**src/hdl/tmr_pkg.sv**
```systemverilog
// shared constants, types and decode helpers for the timer/event counters
package tmr_pkg;

  // counter population
  localparam int unsigned NUM_CTR     = 3;
  localparam int unsigned NUM_EXT     = 2;

  // register locations: three bytes per counter, stride of four
  localparam logic [3:0] CTR_STRIDE   = 4'h4;
  localparam logic [3:0] OFS_LOW      = 4'h0;
  localparam logic [3:0] OFS_HIGH     = 4'h1;
  localparam logic [3:0] OFS_CTRL     = 4'h2;

  // control register fields
  localparam int unsigned MODE_HI     = 7;
  localparam int unsigned MODE_LO     = 6;
  localparam int unsigned RUN_BIT     = 4;
  localparam int unsigned EDGE_BIT    = 3;
  localparam logic [7:0] CTRL_MASK    = 8'hd8;
  localparam logic [7:0] CTRL2_MASK   = 8'hd0;
  localparam logic [7:0] CTRL_RESET   = 8'h00;

  // counter values
  localparam logic [15:0] COUNT_RESET = 16'h0000;
  localparam logic [15:0] COUNT_FULL  = 16'hffff;
  localparam logic [7:0]  BYTE_RESET  = 8'h00;

  // clock rates
  localparam int unsigned SYS_CLK_PERIOD_NS = 100;
  localparam int unsigned SYS_CLK_HZ  = 1_000_000_000 / SYS_CLK_PERIOD_NS;
  localparam int unsigned SLOW_HZ     = 32768;
  localparam int unsigned DIV4_RATIO  = 4;
  localparam logic [1:0]  DIV4_LAST   = 2'(DIV4_RATIO - 1);
  localparam logic [24:0] ACC_MOD     = 25'(SYS_CLK_HZ);
  localparam logic [24:0] ACC_STEP    = 25'(SLOW_HZ);

  // operating modes from control bits 7:6
  typedef enum logic [1:0] {
    MODE_STOP  = 2'b00,
    MODE_EVENT = 2'b01,
    MODE_TIMER = 2'b10,
    MODE_PULSE = 2'b11
  } mode_t;

  // pulse width measurement progress
  typedef enum logic {
    PW_WAIT = 1'b0,
    PW_MEAS = 1'b1
  } pw_state_t;

  // true when addr names byte ofs of counter idx
  function automatic logic addr_hit(input logic [3:0] addr,
                                    input int unsigned idx,
                                    input logic [3:0] ofs);
    logic [3:0] base;
    base = 4'(idx * 4);
    addr_hit = (addr == (base | ofs));
  endfunction

endpackage

```
**src/hdl/tmr_event_counters.sv**
```systemverilog
// three 16-bit counters, two timer/event and one timer-only, with byte-buffered cpu access
`timescale 1ns/10ps
`default_nettype none
module tmr_event_counters (
  // clock and reset
  input  wire logic                          clk_sys,
  input  wire logic                          rst,
  // cpu special register access
  input  wire logic [3:0]                    cpu_addr,
  input  wire logic                          cpu_wr,
  input  wire logic                          cpu_rd,
  input  wire logic [7:0]                    cpu_wdata,
  output logic [7:0]                         cpu_rdata,
  // external timer pins
  input  wire logic                          ctr0_ext_input,
  input  wire logic                          ctr1_ext_input,
  // interrupt controller and power manager
  input  wire logic [tmr_pkg::NUM_CTR-1:0]   ctr_irq_en,
  input  wire logic                          power_down,
  output logic [tmr_pkg::NUM_CTR-1:0]        ctr_ovf_req,
  output logic [tmr_pkg::NUM_CTR-1:0]        ctr_irq,
  output logic                               wake_req
);
  import tmr_pkg::*;

  // synchronised pin views, indexed by counter
  logic [NUM_EXT-1:0] pin_raw;
  logic [NUM_EXT-1:0] pin_level;
  logic [NUM_EXT-1:0] pin_rise;
  logic [NUM_EXT-1:0] pin_fall;

  // rate dividers
  logic [1:0]         div4_reg;
  logic [1:0]         div4_next;
  logic               div4_tick;
  logic [23:0]        acc_reg;
  logic [23:0]        acc_next;
  logic [24:0]        acc_sum;
  logic               slow_tick;

  // per-counter decode and state
  logic [NUM_CTR-1:0] wr_low;
  logic [NUM_CTR-1:0] wr_high;
  logic [NUM_CTR-1:0] wr_ctrl;
  logic [NUM_CTR-1:0] rd_low;
  logic [NUM_CTR-1:0] rd_high;
  logic [NUM_CTR-1:0] rd_ctrl;
  logic [NUM_CTR-1:0] int_tick;
  logic [NUM_CTR-1:0] run;
  logic [NUM_CTR-1:0] edge_fall;
  logic [NUM_CTR-1:0] inc;
  logic [NUM_CTR-1:0] ovf;
  logic [NUM_CTR-1:0] hw_stop;
  mode_t              mode     [NUM_CTR];
  logic [7:0]         ctrl_reg [NUM_CTR];
  logic [7:0]         ctrl_next[NUM_CTR];
  logic [7:0]         lowbuf_reg [NUM_CTR];
  logic [7:0]         lowbuf_next[NUM_CTR];
  logic [15:0]        count    [NUM_CTR];
  logic [7:0]         rd_byte  [NUM_CTR];

  // output holding registers
  logic [7:0]         rdata_reg;
  logic [7:0]         rdata_next;
  logic [NUM_CTR-1:0] ovf_req_reg;
  logic [NUM_CTR-1:0] irq_reg;
  logic               wake_reg;

  // pins cross from outside, two flops before any use
  assign pin_raw = {ctr1_ext_input, ctr0_ext_input};

  genvar p;
  generate
    for (p = 0; p < NUM_EXT; p++) begin : g_pin
      pin_edge_sync u_sync (
        .clk_sys   (clk_sys),
        .rst       (rst),
        .pin_async (pin_raw[p]),
        .pin_level (pin_level[p]),
        .pin_rise  (pin_rise[p]),
        .pin_fall  (pin_fall[p])
      );
    end
  endgenerate

  // system clock / 4 enable for the first counter
  assign div4_next = div4_reg + 2'h1;
  assign div4_tick = (div4_reg == DIV4_LAST);

  // 32768 hz enable by phase accumulation; average rate is
  // exact, single ticks jitter by one system clock
  assign acc_sum   = {1'b0, acc_reg} + ACC_STEP;
  assign slow_tick = (acc_sum >= ACC_MOD);
  assign acc_next  = slow_tick ? 24'(acc_sum - ACC_MOD) : acc_sum[23:0];

  // divider state
  always_ff @(posedge clk_sys or posedge rst) begin
    if (rst) begin
      div4_reg <= 2'h0;
      acc_reg  <= 24'h000000;
    end else begin
      div4_reg <= div4_next;
      acc_reg  <= acc_next;
    end
  end

  // internal clocks stop while powered down, pin edges do not
  assign int_tick[0] = div4_tick & ~power_down;
  assign int_tick[1] = slow_tick & ~power_down;
  assign int_tick[2] = ~power_down;

  genvar i;
  generate
    for (i = 0; i < NUM_CTR; i++) begin : g_ctr

      // address decode for this counter's three bytes
      assign wr_low[i]  = cpu_wr & addr_hit(cpu_addr, i, OFS_LOW);
      assign wr_high[i] = cpu_wr & addr_hit(cpu_addr, i, OFS_HIGH);
      assign wr_ctrl[i] = cpu_wr & addr_hit(cpu_addr, i, OFS_CTRL);
      assign rd_low[i]  = cpu_rd & addr_hit(cpu_addr, i, OFS_LOW);
      assign rd_high[i] = cpu_rd & addr_hit(cpu_addr, i, OFS_HIGH);
      assign rd_ctrl[i] = cpu_rd & addr_hit(cpu_addr, i, OFS_CTRL);

      // control field views
      assign mode[i]      = mode_t'(ctrl_reg[i][MODE_HI:MODE_LO]);
      assign run[i]       = ctrl_reg[i][RUN_BIT];
      assign edge_fall[i] = ctrl_reg[i][EDGE_BIT];

      if (i < NUM_EXT) begin : g_ext
        pw_state_t pw_reg;
        pw_state_t pw_next;
        logic      pw_start;
        logic      pw_end;
        logic      pw_armed;
        logic      ev_edge;

        // active edge; pulse mode starts on the opposite sense
        // to event mode: bit 3 clear starts on a falling edge
        assign ev_edge  = edge_fall[i] ? pin_fall[i] : pin_rise[i];
        assign pw_armed = run[i] && (mode[i] == MODE_PULSE);
        assign pw_start = pw_armed && (pw_reg == PW_WAIT) &&
                          (edge_fall[i] ? pin_rise[i] : pin_fall[i]);
        assign pw_end   = (pw_reg == PW_MEAS) &&
                          (edge_fall[i] ? pin_fall[i] : pin_rise[i]);

        // measuring ends when disarmed or the pin returns to idle
        assign pw_next = pw_start ? PW_MEAS :
                         (!pw_armed || pw_end) ? PW_WAIT : pw_reg;

        always_ff @(posedge clk_sys or posedge rst) begin
          if (rst) begin
            pw_reg <= PW_WAIT;
          end else begin
            pw_reg <= pw_next;
          end
        end

        // run bit falls by itself at the end of a pulse
        assign hw_stop[i] = pw_armed && pw_end;

        // advance source per mode; stopped pattern never counts
        assign inc[i] =
          (mode[i] == MODE_TIMER) ? (run[i] & int_tick[i]) :
          (mode[i] == MODE_EVENT) ? (run[i] & ev_edge) :
          (mode[i] == MODE_PULSE) ? (run[i] & int_tick[i] &
                                     (pw_reg == PW_MEAS)) :
          1'b0;

        // pin level is not needed beyond the edge pulses
        logic unused_level;
        assign unused_level = pin_level[i];
      end else begin : g_int
        // timer mode only, every other pattern holds still
        assign inc[i]     = run[i] & int_tick[i] &
                            (mode[i] == MODE_TIMER);
        assign hw_stop[i] = 1'b0;
      end

      // control write: software write wins over the self-clear
      assign ctrl_next[i] =
        wr_ctrl[i] ? (cpu_wdata & ((i < NUM_EXT) ? CTRL_MASK
                                                 : CTRL2_MASK)) :
        hw_stop[i] ? (ctrl_reg[i] & ~(8'h01 << RUN_BIT)) :
        ctrl_reg[i];

      // low byte buffer: writes park here, high reads latch here
      assign lowbuf_next[i] =
        wr_low[i]  ? cpu_wdata :
        rd_high[i] ? count[i][7:0] :
        lowbuf_reg[i];

      always_ff @(posedge clk_sys or posedge rst) begin
        if (rst) begin
          ctrl_reg[i]   <= CTRL_RESET;
          lowbuf_reg[i] <= BYTE_RESET;
        end else begin
          ctrl_reg[i]   <= ctrl_next[i];
          lowbuf_reg[i] <= lowbuf_next[i];
        end
      end

      // high write moves buffered low in with it, one 16-bit
      // preload; a live load happens only while stopped
      count_unit u_count (
        .clk_sys     (clk_sys),
        .rst         (rst),
        .inc         (inc[i]),
        .preload_wr  (wr_high[i]),
        .load_now    (~run[i]),
        .preload_val ({cpu_wdata, lowbuf_reg[i]}),
        .count       (count[i]),
        .ovf         (ovf[i])
      );

      // read byte for this counter; low returns the latch
      assign rd_byte[i] =
        rd_low[i]  ? lowbuf_reg[i] :
        rd_high[i] ? count[i][15:8] :
        rd_ctrl[i] ? ctrl_reg[i] :
        BYTE_RESET;
    end
  endgenerate

  // unmapped addresses read as zero; only one counter hits
  assign rdata_next = cpu_rd ? (rd_byte[0] | rd_byte[1] | rd_byte[2])
                             : rdata_reg;

  // registered read data and overflow outputs
  always_ff @(posedge clk_sys or posedge rst) begin
    if (rst) begin
      rdata_reg   <= BYTE_RESET;
      ovf_req_reg <= '0;
      irq_reg     <= '0;
      wake_reg    <= 1'b0;
    end else begin
      rdata_reg   <= rdata_next;
      ovf_req_reg <= ovf;
      irq_reg     <= ovf & ctr_irq_en;
      wake_reg    <= (|ovf) & power_down;
    end
  end

  // wake ignores the enables, as a sleeping part must still rise
  assign cpu_rdata   = rdata_reg;
  assign ctr_ovf_req = ovf_req_reg;
  assign ctr_irq     = irq_reg;
  assign wake_req    = wake_reg;

endmodule // tmr_event_counters
`default_nettype wire

```
**src/hdl/pin_edge_sync.sv**
```systemverilog
// two-stage synchroniser with edge pulses for an external timer pin
`timescale 1ns/10ps
`default_nettype none
module pin_edge_sync (
  // clock and reset
  input  wire logic clk_sys,
  input  wire logic rst,
  // raw pin
  input  wire logic pin_async,
  // synchronised level and one-cycle edge pulses
  output logic      pin_level,
  output logic      pin_rise,
  output logic      pin_fall
);

  logic meta_reg;
  logic sync_reg;
  logic hist_reg;

  // only sync_reg reads meta_reg; edges use later stages
  always_ff @(posedge clk_sys or posedge rst) begin
    if (rst) begin
      meta_reg <= 1'b0;
      sync_reg <= 1'b0;
      hist_reg <= 1'b0;
    end else begin
      meta_reg <= pin_async;
      sync_reg <= meta_reg;
      hist_reg <= sync_reg;
    end
  end

  // one pulse per transition, so each edge counts once
  assign pin_level = sync_reg;
  assign pin_rise  = sync_reg & ~hist_reg;
  assign pin_fall  = ~sync_reg & hist_reg;

endmodule // pin_edge_sync
`default_nettype wire

```
**src/hdl/count_unit.sv**
```systemverilog
// one 16-bit count-up register with preload and overflow reload
`timescale 1ns/10ps
`default_nettype none
module count_unit
  import tmr_pkg::*;
(
  // clock and reset
  input  wire logic        clk_sys,
  input  wire logic        rst,
  // advance request
  input  wire logic        inc,
  // preload write
  input  wire logic        preload_wr,
  input  wire logic        load_now,
  input  wire logic [15:0] preload_val,
  // state
  output logic [15:0]      count,
  output logic             ovf
);

  logic [15:0] count_reg;
  logic [15:0] count_next;
  logic [15:0] preload_reg;
  logic [15:0] preload_next;
  logic        wrap;

  // preload powers up unknown; reset gives it zero anyway
  assign preload_next = preload_wr ? preload_val : preload_reg;
  assign wrap         = inc && (count_reg == COUNT_FULL);
  // zero preload gives the full 65536-step range
  assign count_next   = (preload_wr && load_now) ? preload_val :
                        wrap ? preload_next :
                        inc  ? count_reg + 16'h0001 :
                        count_reg;

  // counter and preload hold
  always_ff @(posedge clk_sys or posedge rst) begin
    if (rst) begin
      count_reg   <= COUNT_RESET;
      preload_reg <= COUNT_RESET;
    end else begin
      count_reg   <= count_next;
      preload_reg <= preload_next;
    end
  end

  assign count = count_reg;
  assign ovf   = wrap;

endmodule // count_unit
`default_nettype wire

```
**config.mk**
```make
export PLATFORM = sky130hd
export DESIGN_NAME = tmr_event_counters
export DESIGN_NICKNAME = d
export VERILOG_FILES = /design/src/hdl/tmr_pkg.sv /design/src/hdl/tmr_event_counters.sv /design/src/hdl/pin_edge_sync.sv /design/src/hdl/count_unit.sv
export SDC_FILE = /design/constraint.sdc
export NUM_CORES = 1
export LEC_CHECK = 0
export ABC_CLOCK_PERIOD_IN_PS = 6530
export BUFFER_PORTS_ARGS = -buffer_cell sky130_fd_sc_hd__buf_4
export CORE_MARGIN = 3
export CORE_UTILIZATION = 60
export DETAILED_ROUTE_END_ITERATION = 8
export GPL_TIMING_DRIVEN = 0
export PLACE_DENSITY = 0.78
export SYNTH_ARGS = -nofsm -noshare
export SYNTH_HDL_FRONTEND = slang
export SYNTH_SLANG_ARGS = --single-unit
```
**constraint.sdc**
```tcl
create_clock -name clk_sys -period 6.53 [get_ports clk_sys]
set_input_delay 0.9795 -clock clk_sys [delete_from_list [all_inputs] [get_ports clk_sys]]
set_output_delay 0.9795 -clock clk_sys [all_outputs]
set_load 0.02 [all_outputs]
```
==> metrics.txt, run 1 <==
clock sinks 173; Largest stage delay, worst path 570 ps; prevailing post-synth register cell dfrtp_1; worst r2r src acc_reg[15]$_DFF_PP0_; clk buf depth 2; Yosys reg bits approximately 170; port bufs 31; Pint 2.31 mW; status complete, but fails checks; Rel. slew slack 0.110; nets 989; first-pass GRT wire length 38400 microns; CP max FO 10; fin. max-slew vios 0; Sw Pwr 1.06 mW; post-route minimum period 3400 ps; Residual DRC 0; CP max stage cell nor3b_2; WL/cell 20.5 microns; Ys Warns 0; CP Cell Sequence buf_4 -> nand2b_1 -> nor3b_2 -> nand2_1 -> nor2_1 -> nor2_1 -> clkbuf_1 -> a22oi_1 -> o21ai_0; # placed instances 1124; post-route clock period utilization 0.520; die height approximately 130 microns; proportion of layout cells with a drive suffix above 1 0.146; clock power share 0.322; Slew @ Worst Pin around 1300 ps; Hold Path Class reg -> reg; Total Power 3.37 mW; power per cell area 328 nW/um^2; CTS Hold Bufs 0; most frequent cells in the layout dfrtp_1 (173), nand2_1 (82), nor2_1 (72), o21ai_0 (70), mux2_2 (59); DP Area just under 10000 sq um; max_cap viols 0; routed vias/inst 6.46; R2R Path End g_ctr[1].u_count.count[2]$_DFFE_PP0P_; cells on worst reg2reg path 10; via count ~7500; Pleak 4.45 nW; Clk Latency, worst-skew pair about 430 ps; Site Rows 44; worst setup path end g_ctr[2].u_count.count[5]$_DFFE_PP0P_; CP endpoint kind flop; most frequent CP cell nor2_1; Layout area overhead 12.4%; worst setup path category in -> reg; fmax approximately 300 MHz; routability cong. 0.934; filler instances 1126; Overflow after GRT 0; violated checks antenna violations; RSZ-0062 raised after global routing no; startpoint types primary input; syn avg cell area 10.1 sq um; post-synth cell types around 70; I/O Pins 37; ANT nets after route 1; worst endpoint data arrival time 3680 ps; largest net degree at the start of global routing just under 100; Net Sw Frac 0.316; number of synthesized flops with an enable pin 0; die width 130 microns; clk_skew 11.1 ps; CTS Buf Count 17; critical path launch point cpu_addr[2]; Starting Density 0.621; required time of the critical path 6820 ps; CP top delay family simple AND/OR/NAND/NOR gates; most common cell after layout, fill and taps aside dfrtp_1; Seq/Total Area, Yosys 0.473; post-route cell area 10300 sq um; FF-to-FF setup slack 3250 ps; final hold viol count 0; Worst Hold Depth 0; cell depth of the worst setup path 9; syn nets 938; CTS tree done; antenna violations before repair 0; drt total wl ~24000 microns; area of the core 14800 sq um; dpl hpwl 16200 microns; CTS root buffer clkbuf_16; Max VDD drop 288 uV; Initial DRC Count 780; Worst Path Buf+Inv 2; Core Util, Final 0.698; ys async rst share 1.00; number of gates resized after CTS 0; Sequential Power Share 0.493; TritonRoute pass-1 iters 6; combinational fraction of design power 0.185; Layout Cells excl Fill 1160; clock-pin slew on the worst setup and hold paths roughly 70 ps; H-tree depth 4; Netlist Area Pre-Place 9160 sq um; GRT Total Usage 0.295; number of global-route vias before repair between 7000 and 8000; Mapped Cells 908; post-CTS setup buffers 0; die area 16800 sq um; endpoints failing setup 0
-- worst min-delay path by stage --
| stage | startpoint | to | slack (ps) |
|---|---|---|---|
| after floorplan | g_pin[0].u_sync.meta_reg$_DFF_PP0_ | g_pin[0].u_sync.pin_level$_DFF_PP0_ | 330 |
| after global placement | g_pin[0].u_sync.meta_reg$_DFF_PP0_ | g_pin[0].u_sync.pin_level$_DFF_PP0_ | 330 |
| after detailed placement | g_pin[1].u_sync.meta_reg$_DFF_PP0_ | g_pin[1].u_sync.pin_level$_DFF_PP0_ | 340 |
| after CTS | g_pin[0].u_sync.meta_reg$_DFF_PP0_ | g_pin[0].u_sync.pin_level$_DFF_PP0_ | 350 |
| after global routing | g_pin[0].u_sync.meta_reg$_DFF_PP0_ | g_pin[0].u_sync.pin_level$_DFF_PP0_ | 360 |
| final | g_pin[0].u_sync.meta_reg$_DFF_PP0_ | g_pin[0].u_sync.pin_level$_DFF_PP0_ | 350 |
-- synthesized netlist by cell type, types with 3 or more instances --
cell      count  area share
dfrtp_1     173        0.47
nand2_1      82       0.034
nor2_1       72       0.030
o21ai_0      70       0.038
mux2_2       59       0.073
mux2i_1      48       0.052
a21oi_1      44       0.024
clkbuf_1     41       0.017
a22oi_1      30       0.025
xnor2_1      27       0.026
nand3_1      24       0.013
xor2_1       19       0.018
inv_1        16      0.0066
a221o_1      15       0.016
and3_1       13      0.0089
and2_1       11      0.0075
nand4_1      11      0.0075
a211oi_1     10      0.0082
nor2b_1      10      0.0068
nor3_1        9      0.0049
ha_1          8       0.011
nand2b_1      6      0.0041
nand3b_1      6      0.0049
nor3b_1       6      0.0049
a221oi_1      5      0.0048
a31oi_1       5      0.0034
and4_1        5      0.0048
buf_1         5      0.0020
o211ai_1      5      0.0041
or3_1         5      0.0034
o22ai_1       4      0.0027
a222oi_1      3      0.0033
a311oi_1      3      0.0029
a41oi_1       3      0.0029
and2_4        3      0.0029
buf_2         3      0.0016
buf_4         3      0.0025
buf_6         3      0.0037
-- per-stage QoR --
step / setup slack (ps) / setup TNS [ps] / hold slack (ps)
after floorplan: 862 / 0 / 331
after global placement: -1120 / -191450 / 332
after detailed placement: 2730 / 0 / 339
after CTS: 3200 / 0 / 352
after global routing: 2980 / 0 / 356
final: 3130 / 0 / 346
-- kinds of logic (layout without fill, tap and decap cells) --
group | count (synthesis) | after routing | synth area share
adders and majority gates | 8 | 8 | 0.0109
AOI/OAI and AO/OA | 222 | 222 | 0.160
other | 0 | 5 | 0
xor gates and xnor gates | 46 | 46 | 0.0440
muxes | 107 | 107 | 0.125
and+or+nand+nor | 281 | 281 | 0.154
DFF | 173 | 173 | 0.473
buffers and inverters | 71 | 134 | 0.0332
-- layout make-up --
class | count | area [sq um] | share of cell area
diodes | 5 | 12.5 | 0.00122
plain buffers | 55 | 244 | 0.0237
clock buffers | 18 | 439 | 0.0427
clock inverters | 13 | 188 | 0.0182
inverters | 16 | 67.6 | 0.00656
multi-input cells | 664 | 4520 | 0.439
flip-flops and latches | 173 | 4330 | 0.421
well taps | 184 | 230 | 0.0224
repair buffers | 32 | 260 | 0.0253
-- power by group through the flow --
stage / Clock [mW] / Combinational (mW) / Sequential (mW)
floorplan: 0 / 0.489 / 1.55
global placement: 0 / 0.593 / 1.66
detailed placement: 0 / 0.620 / 1.66
CTS: 1.10 / 0.625 / 1.65
global route: 1.15 / 0.704 / 1.69
finish: 1.09 / 0.626 / 1.66
-- worst register-to-register path, cell delays in order (launching register included) --
cell and delay [ps]:
dfrtp_1 460, ha_1 240, a21boi_1 320, a21oi_1 120
o22ai_1 380, o311ai_1 200, o211a_4 310, o41a_1 450
buf_4 200, mux2i_1 130, a221o_1 340
-- layer usage --
metal | track usage | vias up | routed length [microns]
met5 | 0 | - | 0
met1 | 0.416 | 3729 | 10200
li1 | - | 3411 | -
met2 | 0.458 | 306 | 11300
met3 | 0.0614 | 43 | 1800
met4 | 0.101 | 0 | 566
(Power assumes the default switching activity.)
==> run 2, diff against run 1 <==
--- a/config.mk
+++ b/config.mk
@@ -5,7 +5,7 @@
 export SDC_FILE = /design/constraint.sdc
 export NUM_CORES = 1
 export LEC_CHECK = 0
-export ABC_CLOCK_PERIOD_IN_PS = 6530
+export ABC_CLOCK_PERIOD_IN_PS = 3300
 export BUFFER_PORTS_ARGS = -buffer_cell sky130_fd_sc_hd__buf_4
 export CORE_MARGIN = 3
 export CORE_UTILIZATION = 60
==> constraint.sdc (replaced) <==
create_clock -name clk_sys -period 3.3 [get_ports clk_sys]
set_input_delay 0.495 -clock clk_sys [delete_from_list [all_inputs] [get_ports clk_sys]]
set_output_delay 0.495 -clock clk_sys [all_outputs]
set_load 0.02 [all_outputs]
==> run 2 against run 1 <==
- the flow now finishes without violations
- sequential power is 98% higher
- flip-flop and latch count stayed put
- register-to-register slack worse by 3100 ps
- combinational power is 100% higher
- total power up 92%
- critical path type is now reg -> reg
- worst hold slack worse by 220 ps
- largest cell class unchanged
- core utilization fell by 0.059 points
- clock power increased by 78%
- global-route usage is 0.60 points higher
- worst setup slack lost 3000 ps
- clock skew fell by 3.7 ps
- clock-buffer cell count unchanged
==> metrics.txt, run 2 (same netlist as run 1, synthesis figures left out) <==
most frequent cells in the layout dfrtp_1 (172), nand2_1 (82), nor2_1 (71), o21ai_0 (70), mux2_2 (59) (was dfrtp_1 (173), nand2_1 (82), nor2_1 (72), o21ai_0 (70), mux2_2 (59)); die height 130 microns (unchanged); CP top delay family compound AO/OA/AOI/OAI gates (was simple AND/OR/NAND/NOR gates); status finished, final reports clean (was complete, but fails checks); power per cell area 629 nW/um^2 (was 328 nW/um^2); cells on worst reg2reg path 10 (unchanged); number of global-route vias before repair 7318 (was 7196); CTS Buf Count 17 (unchanged); CP max FO 10 (unchanged); DP Area 9700 sq um (was 9650 sq um); FF-to-FF setup slack 180 ps (was 3250 ps); area of the core 14800 sq um (unchanged); Residual DRC 0 (unchanged); endpoints failing setup 0 (unchanged); cell depth of the worst setup path 10 (was 9); drt total wl 24200 microns (was 23800 microns); worst setup path category reg -> reg (was in -> reg); clock sinks 173 (unchanged); clk_skew 7.43 ps (was 11.1 ps); max_cap viols 0 (unchanged); die area 16800 sq um (unchanged); clock-pin slew on the worst setup and hold paths 70 ps (about the same); Core Util, Final 0.697 (was 0.698); startpoint types flop (was primary input); Pleak 4.43 nW (was 4.45 nW); routed vias/inst 6.47 (was 6.46); Max VDD drop 609 uV (was 288 uV); via count 7488 (was 7489); CTS tree done (unchanged); number of antenna diodes 0 (was 5); required time of the critical path 3610 ps (was 6820 ps); die width 130 microns (unchanged); GRT Total Usage 0.301 (was 0.295); worst r2r src acc_reg[15]$_DFF_PP0_ (unchanged); post-route cell area 10300 sq um (about the same); Starting Density 0.621 (unchanged); Layout area overhead 12.3% (was 12.4%); I/O Pins 37 (unchanged); H-tree depth 4 (unchanged); clk buf depth 2 (unchanged); RSZ-0062 raised after global routing no (unchanged); most common cell after layout, fill and taps aside dfrtp_1 (unchanged); Total Power 6.47 mW (was 3.37 mW); first-pass GRT wire length 39000 microns (was 38400 microns); R2R Path End g_ctr[1].u_count.count[2]$_DFFE_PP0P_ (unchanged); Initial DRC Count 693 (was 780); post-route minimum period approximately 3100 ps; antenna violations before repair 0 (unchanged); Rel. slew slack 0.0972 (was 0.110); worst endpoint data arrival time 3430 ps (was 3680 ps); proportion of layout cells with a drive suffix above 1 0.153 (was 0.146); port bufs 31 (unchanged); min setup slack post-route 183 ps (was 3130 ps); nets 992 (was 989); # placed instances 1127 (was 1124); ANT nets after route 0 (was 1); CP endpoint kind flop (unchanged); routability cong. 0.902 (was 0.934); CP Cell Sequence ha_1 -> buf_2 -> o32ai_2 -> a31o_2 -> o311ai_1 -> o211a_4 -> o41a_1 -> buf_4 -> mux2i_1 -> a221o_1 (was buf_4 -> nand2b_1 -> nor3b_2 -> nand2_1 -> nor2_1 -> nor2_1 -> clkbuf_1 -> a22oi_1 -> o21ai_0); critical path launch point acc_reg[15]$_DFF_PP0_ (was cpu_addr[2]); CP max stage cell o41a_1 (was nor3b_2); TNS Setup 0 ps (unchanged); Site Rows 44 (unchanged); Clk Latency, worst-skew pair 430 ps (about the same); final hold viol count 0 (unchanged); Worst Path Buf+Inv 2 (unchanged); post-route clock period utilization 0.945; dpl hpwl 16700 microns (was 16200 microns); Hold Slack 129 ps (was 346 ps); post-CTS setup buffers 0 (unchanged); filler instances 1153 (was 1126); TritonRoute pass-1 iters 5 (was 6); worst setup path end g_ctr[1].u_count.count[2]$_DFFE_PP0P_ (was g_ctr[2].u_count.count[5]$_DFFE_PP0P_); Overflow after GRT 0 (unchanged); WL/cell 20.9 microns (was 20.5 microns); Largest stage delay, worst path 470 ps (was 570 ps); Setup WS pre-CTS -22.7 ps (was 2730 ps); Slew @ Worst Pin 1340 ps (was 1320 ps); CTS root buffer clkbuf_16 (unchanged); fin. max-slew vios 0 (unchanged); largest net degree at the start of global routing 45 (was 97); Layout Cells excl Fill 1158 (was 1160); Hold Path Class in -> async (was reg -> reg); fmax approximately 320 MHz
==> run 2: timing repair <==
action	CTS	global route
hold buffers	0	0
setup endpoints to repair	1	18
gates resized for setup	1	4
==> run 2: how the worst min path moves through the flow <==
stage                                       startpoint                                  end  slack, ps  depth (start not counted)
floorplan           g_pin[0].u_sync.meta_reg$_DFF_PP0_  g_pin[0].u_sync.pin_level$_DFF_PP0_        330                          0
global placement    g_pin[0].u_sync.meta_reg$_DFF_PP0_  g_pin[0].u_sync.pin_level$_DFF_PP0_        330                          0
detailed placement  g_pin[0].u_sync.meta_reg$_DFF_PP0_  g_pin[0].u_sync.pin_level$_DFF_PP0_        340                          0
CTS                                                rst                 ctr_irq[1]$_DFF_PP0_        130                          2
global route                            ctr1_ext_input   g_pin[1].u_sync.meta_reg$_DFF_PP0_        150                          1
finish                                             rst                 ctr_irq[1]$_DFF_PP0_        130                          2
==> run 2: power by group <==
| part | total, mW | internal (mW) | leakage, nW | switching (mW) |
|---|---|---|---|---|
| sequential | 3.28 | 2.64 | 2.22 | 0.643 |
| clock | 1.94 | 1.05 | 0.258 | 0.887 |
| combinational | 1.25 | 0.644 | 1.95 | 0.605 |
| total | 6.47 | 4.34 | 4.43 | 2.14 |
==> run 2: layout make-up <==
| cell class | count | area, sq um | area share |
|---|---|---|---|
| plain buffers | 55 | 244 | 0.0237 |
| clock buffers | 18 | 429 | 0.0417 |
| clock inverters | 13 | 131 | 0.0128 |
| inverters | 16 | 63.8 | 0.00620 |
| multi-input cells | 664 | 4540 | 0.442 |
| flip-flops and latches | 173 | 4330 | 0.421 |
| well taps | 184 | 230 | 0.0224 |
| repair buffers | 35 | 313 | 0.0304 |
==> run 2: per-layer routing <==
layer	up-vias	global-route usage	wire length, microns
li1	3409	-	-
met1	3685	0.423	10400
met2	333	0.455	11200
met3	61	0.0676	1790
met4	0	0.124	851
met5	-	0	0
==> run 3, diff against run 2 <==
--- a/config.mk
+++ b/config.mk
@@ -7,7 +7,7 @@
 export LEC_CHECK = 0
 export ABC_CLOCK_PERIOD_IN_PS = 3300
 export BUFFER_PORTS_ARGS = -buffer_cell sky130_fd_sc_hd__buf_4
-export CORE_MARGIN = 3
+export CORE_MARGIN = 5
 export CORE_UTILIZATION = 60
 export DETAILED_ROUTE_END_ITERATION = 8
 export GPL_TIMING_DRIVEN = 0
==> run 3 against run 2 <==
- wire length decreased by 1.1%
- die area increased by 6.3%
- clock skew increased by 0.84 ps
- total power increased by 0.58%
- sequential power about the same
- non-clock buffer count unchanged
- critical path depth unchanged
- worst hold slack got worse by 15 ps
- clock-buffer cell count increased by 2
- highest routed layer unchanged
==> metrics.txt, run 3 (same netlist as run 1, synthesis figures left out) <==
status finished, final reports clean (unchanged); Sw Pwr 2.12 mW (was 2.14 mW); clock sinks 173 (unchanged); via count 7517 (was 7488); clk buf depth 2 (unchanged); startpoint types flop (unchanged); filler instances 1200 (was 1153); H-tree depth 4 (unchanged); CTS tree done (unchanged); I/O Pins 37 (unchanged); routed vias/inst 6.47 (about the same); worst setup path category reg -> reg (unchanged); GRT Total Usage 0.277 (was 0.301); Starting Density 0.607 (was 0.621); post-CTS setup buffers 0 (unchanged); Worst Path Buf+Inv 2 (unchanged); CP max FO 10 (unchanged); endpoints failing setup 0 (unchanged); area of the core 15100 sq um (was 14800 sq um); clock-pin slew on the worst setup and hold paths 70 ps (about the same); Rel. slew slack 0.212 (was 0.0972); WL/cell 20.6 microns (was 20.9 microns); number of gates resized after CTS 1 (unchanged); antenna violations before repair 0 (unchanged); post-route cell area 10300 sq um (about the same); worst endpoint data arrival time 3490 ps (was 3430 ps); Core Util, Final 0.682 (was 0.697); required time of the critical path 3620 ps (was 3610 ps); power per cell area 632 nW/um^2 (was 629 nW/um^2); Sequential Power Share 0.504 (was 0.507); CP top delay family compound AO/OA/AOI/OAI gates (unchanged); Pleak 4.45 nW (was 4.43 nW); cells on worst reg2reg path 10 (unchanged); drt total wl 24000 microns (was 24200 microns); fin. max-slew vios 0 (unchanged); TritonRoute pass-1 iters 6 (was 5); max_cap viols 0 (unchanged); post-route minimum period 3180 ps (was 3120 ps); most common cell after layout, fill and taps aside dfrtp_1 (unchanged); proportion of layout cells with a drive suffix above 1 0.151 (was 0.153); largest net degree at the start of global routing 43 (was 45); Pint 4.39 mW (was 4.34 mW); worst r2r src acc_reg[15]$_DFF_PP0_ (unchanged); TNS Setup 0 ps (unchanged); Net Sw Frac 0.325 (was 0.330); Residual DRC 0 (unchanged); Hold Path Class in -> async (unchanged); CTS Buf Count 17 (unchanged); critical path launch point acc_reg[15]$_DFF_PP0_ (unchanged); combinational fraction of design power 0.192 (was 0.193); Largest stage delay, worst path 460 ps (was 470 ps); Overflow after GRT 0 (unchanged); clock power share 0.304 (was 0.300); Clk Latency, worst-skew pair 440 ps (was 430 ps); most frequent cells in the layout dfrtp_1 (172), nand2_1 (82), nor2_1 (72), o21ai_0 (70), mux2_2 (59) (was dfrtp_1 (172), nand2_1 (82), nor2_1 (71), o21ai_0 (70), mux2_2 (59)); Slew @ Worst Pin 1170 ps (was 1340 ps); CP endpoint kind flop (unchanged); ANT nets after route 0 (unchanged); Site Rows 45 (was 44); die height 134 microns (was 130 microns); clk_skew 8.27 ps (was 7.43 ps); FF-to-FF setup slack 120 ps (was 180 ps); CP max stage cell dfrtp_2 (was o41a_1); port bufs 31 (unchanged); Max VDD drop 470 uV (was 609 uV); final hold viol count 0 (unchanged); number of antenna diodes 0 (unchanged); CP Cell Sequence ha_1 -> buf_2 -> o32ai_1 -> a31o_2 -> o311ai_1 -> o211a_4 -> o41a_1 -> buf_4 -> mux2i_1 -> a221o_1 (was ha_1 -> buf_2 -> o32ai_2 -> a31o_2 -> o311ai_1 -> o211a_4 -> o41a_1 -> buf_4 -> mux2i_1 -> a221o_1); routability cong. 0.927 (was 0.902); RSZ-0062 raised after global routing no (unchanged); dpl hpwl 16700 microns (about the same); R2R Path End g_ctr[1].u_count.count[2]$_DFFE_PP0P_ (unchanged); Layout area overhead 12.4% (was 12.3%); nets 992 (unchanged); die width 134 microns (was 130 microns); die area 17800 sq um (was 16800 sq um); # placed instances 1131 (was 1127); fmax 315 MHz (was 321 MHz); Initial DRC Count 764 (was 693); first-pass GRT wire length 39000 microns (about the same); CTS root buffer clkbuf_16 (unchanged); CTS Hold Bufs 0 (unchanged); number of global-route vias before repair 7398 (was 7318); post-route clock period utilization 0.963 (was 0.945); DP Area 9710 sq um (was 9700 sq um); Layout Cells excl Fill 1162 (was 1158)
[run 3: metrics by stage]
step	setup WS, ps	total power [mW]	hold WS, ps
after floorplan	464	4.04	331
after global placement	-512	4.45	334
after detailed placement	-62.7	4.52	335
after CTS	109	6.49	117
after global routing	11.5	6.85	144
final	123	6.51	114
[run 3: how the worst max path moves through the flow]
| stage | slack (ps) | endpoint | depth (start not counted) |
|---|---|---|---|
| 4_1_cts | 110 | g_ctr[1].u_count.count[14]$_DFFE_PP0P_ | 10 |
| 6_report | 120 | g_ctr[1].u_count.count[2]$_DFFE_PP0P_ | 10 |
| 3_5_place_dp | -60 | g_ctr[2].u_count.count[3]$_DFFE_PP0P_ | 9 |
| 5_1_grt | 10 | g_ctr[1].u_count.count[14]$_DFFE_PP0P_ | 10 |
| 2_1_floorplan | 460 | g_ctr[1].u_count.count[2]$_DFFE_PP0P_ | 11 |
| 3_3_place_gp | -510 | g_pin[0].u_sync.meta_reg$_DFF_PP0_ | 2 |
[run 3: cell type report]
cell class | count | area, sq um | share of cell area
flip-flops and latches | 173 | 4330 | 0.421
clock inverters | 11 | 110 | 0.0107
multi-input cells | 664 | 4530 | 0.440
clock buffers | 20 | 467 | 0.0453
well taps | 188 | 235 | 0.0229
repair buffers | 35 | 313 | 0.0304
inverters | 16 | 63.8 | 0.00620
plain buffers | 55 | 244 | 0.0237
[run 3: metal layers]
| layer | up-vias | global-route usage | part of all wire |
|---|---|---|---|
| met5 | - | 0 | 0 |
| met4 | 0 | 0.107 | 0.030 |
| met3 | 64 | 0.0634 | 0.068 |
| met2 | 311 | 0.442 | 0.48 |
| met1 | 3734 | 0.370 | 0.43 |
| li1 | 3408 | - | - |
[run 3: power by group through the flow]
stage                     clock network, mW  registers [mW]  logic (mW)
after floorplan                           0            3.07       0.968
after global placement                    0            3.27        1.18
after detailed placement                  0            3.28        1.24
after CTS                              1.99            3.26        1.25
after global routing                   2.09            3.35        1.41
final                                  1.98            3.28        1.25
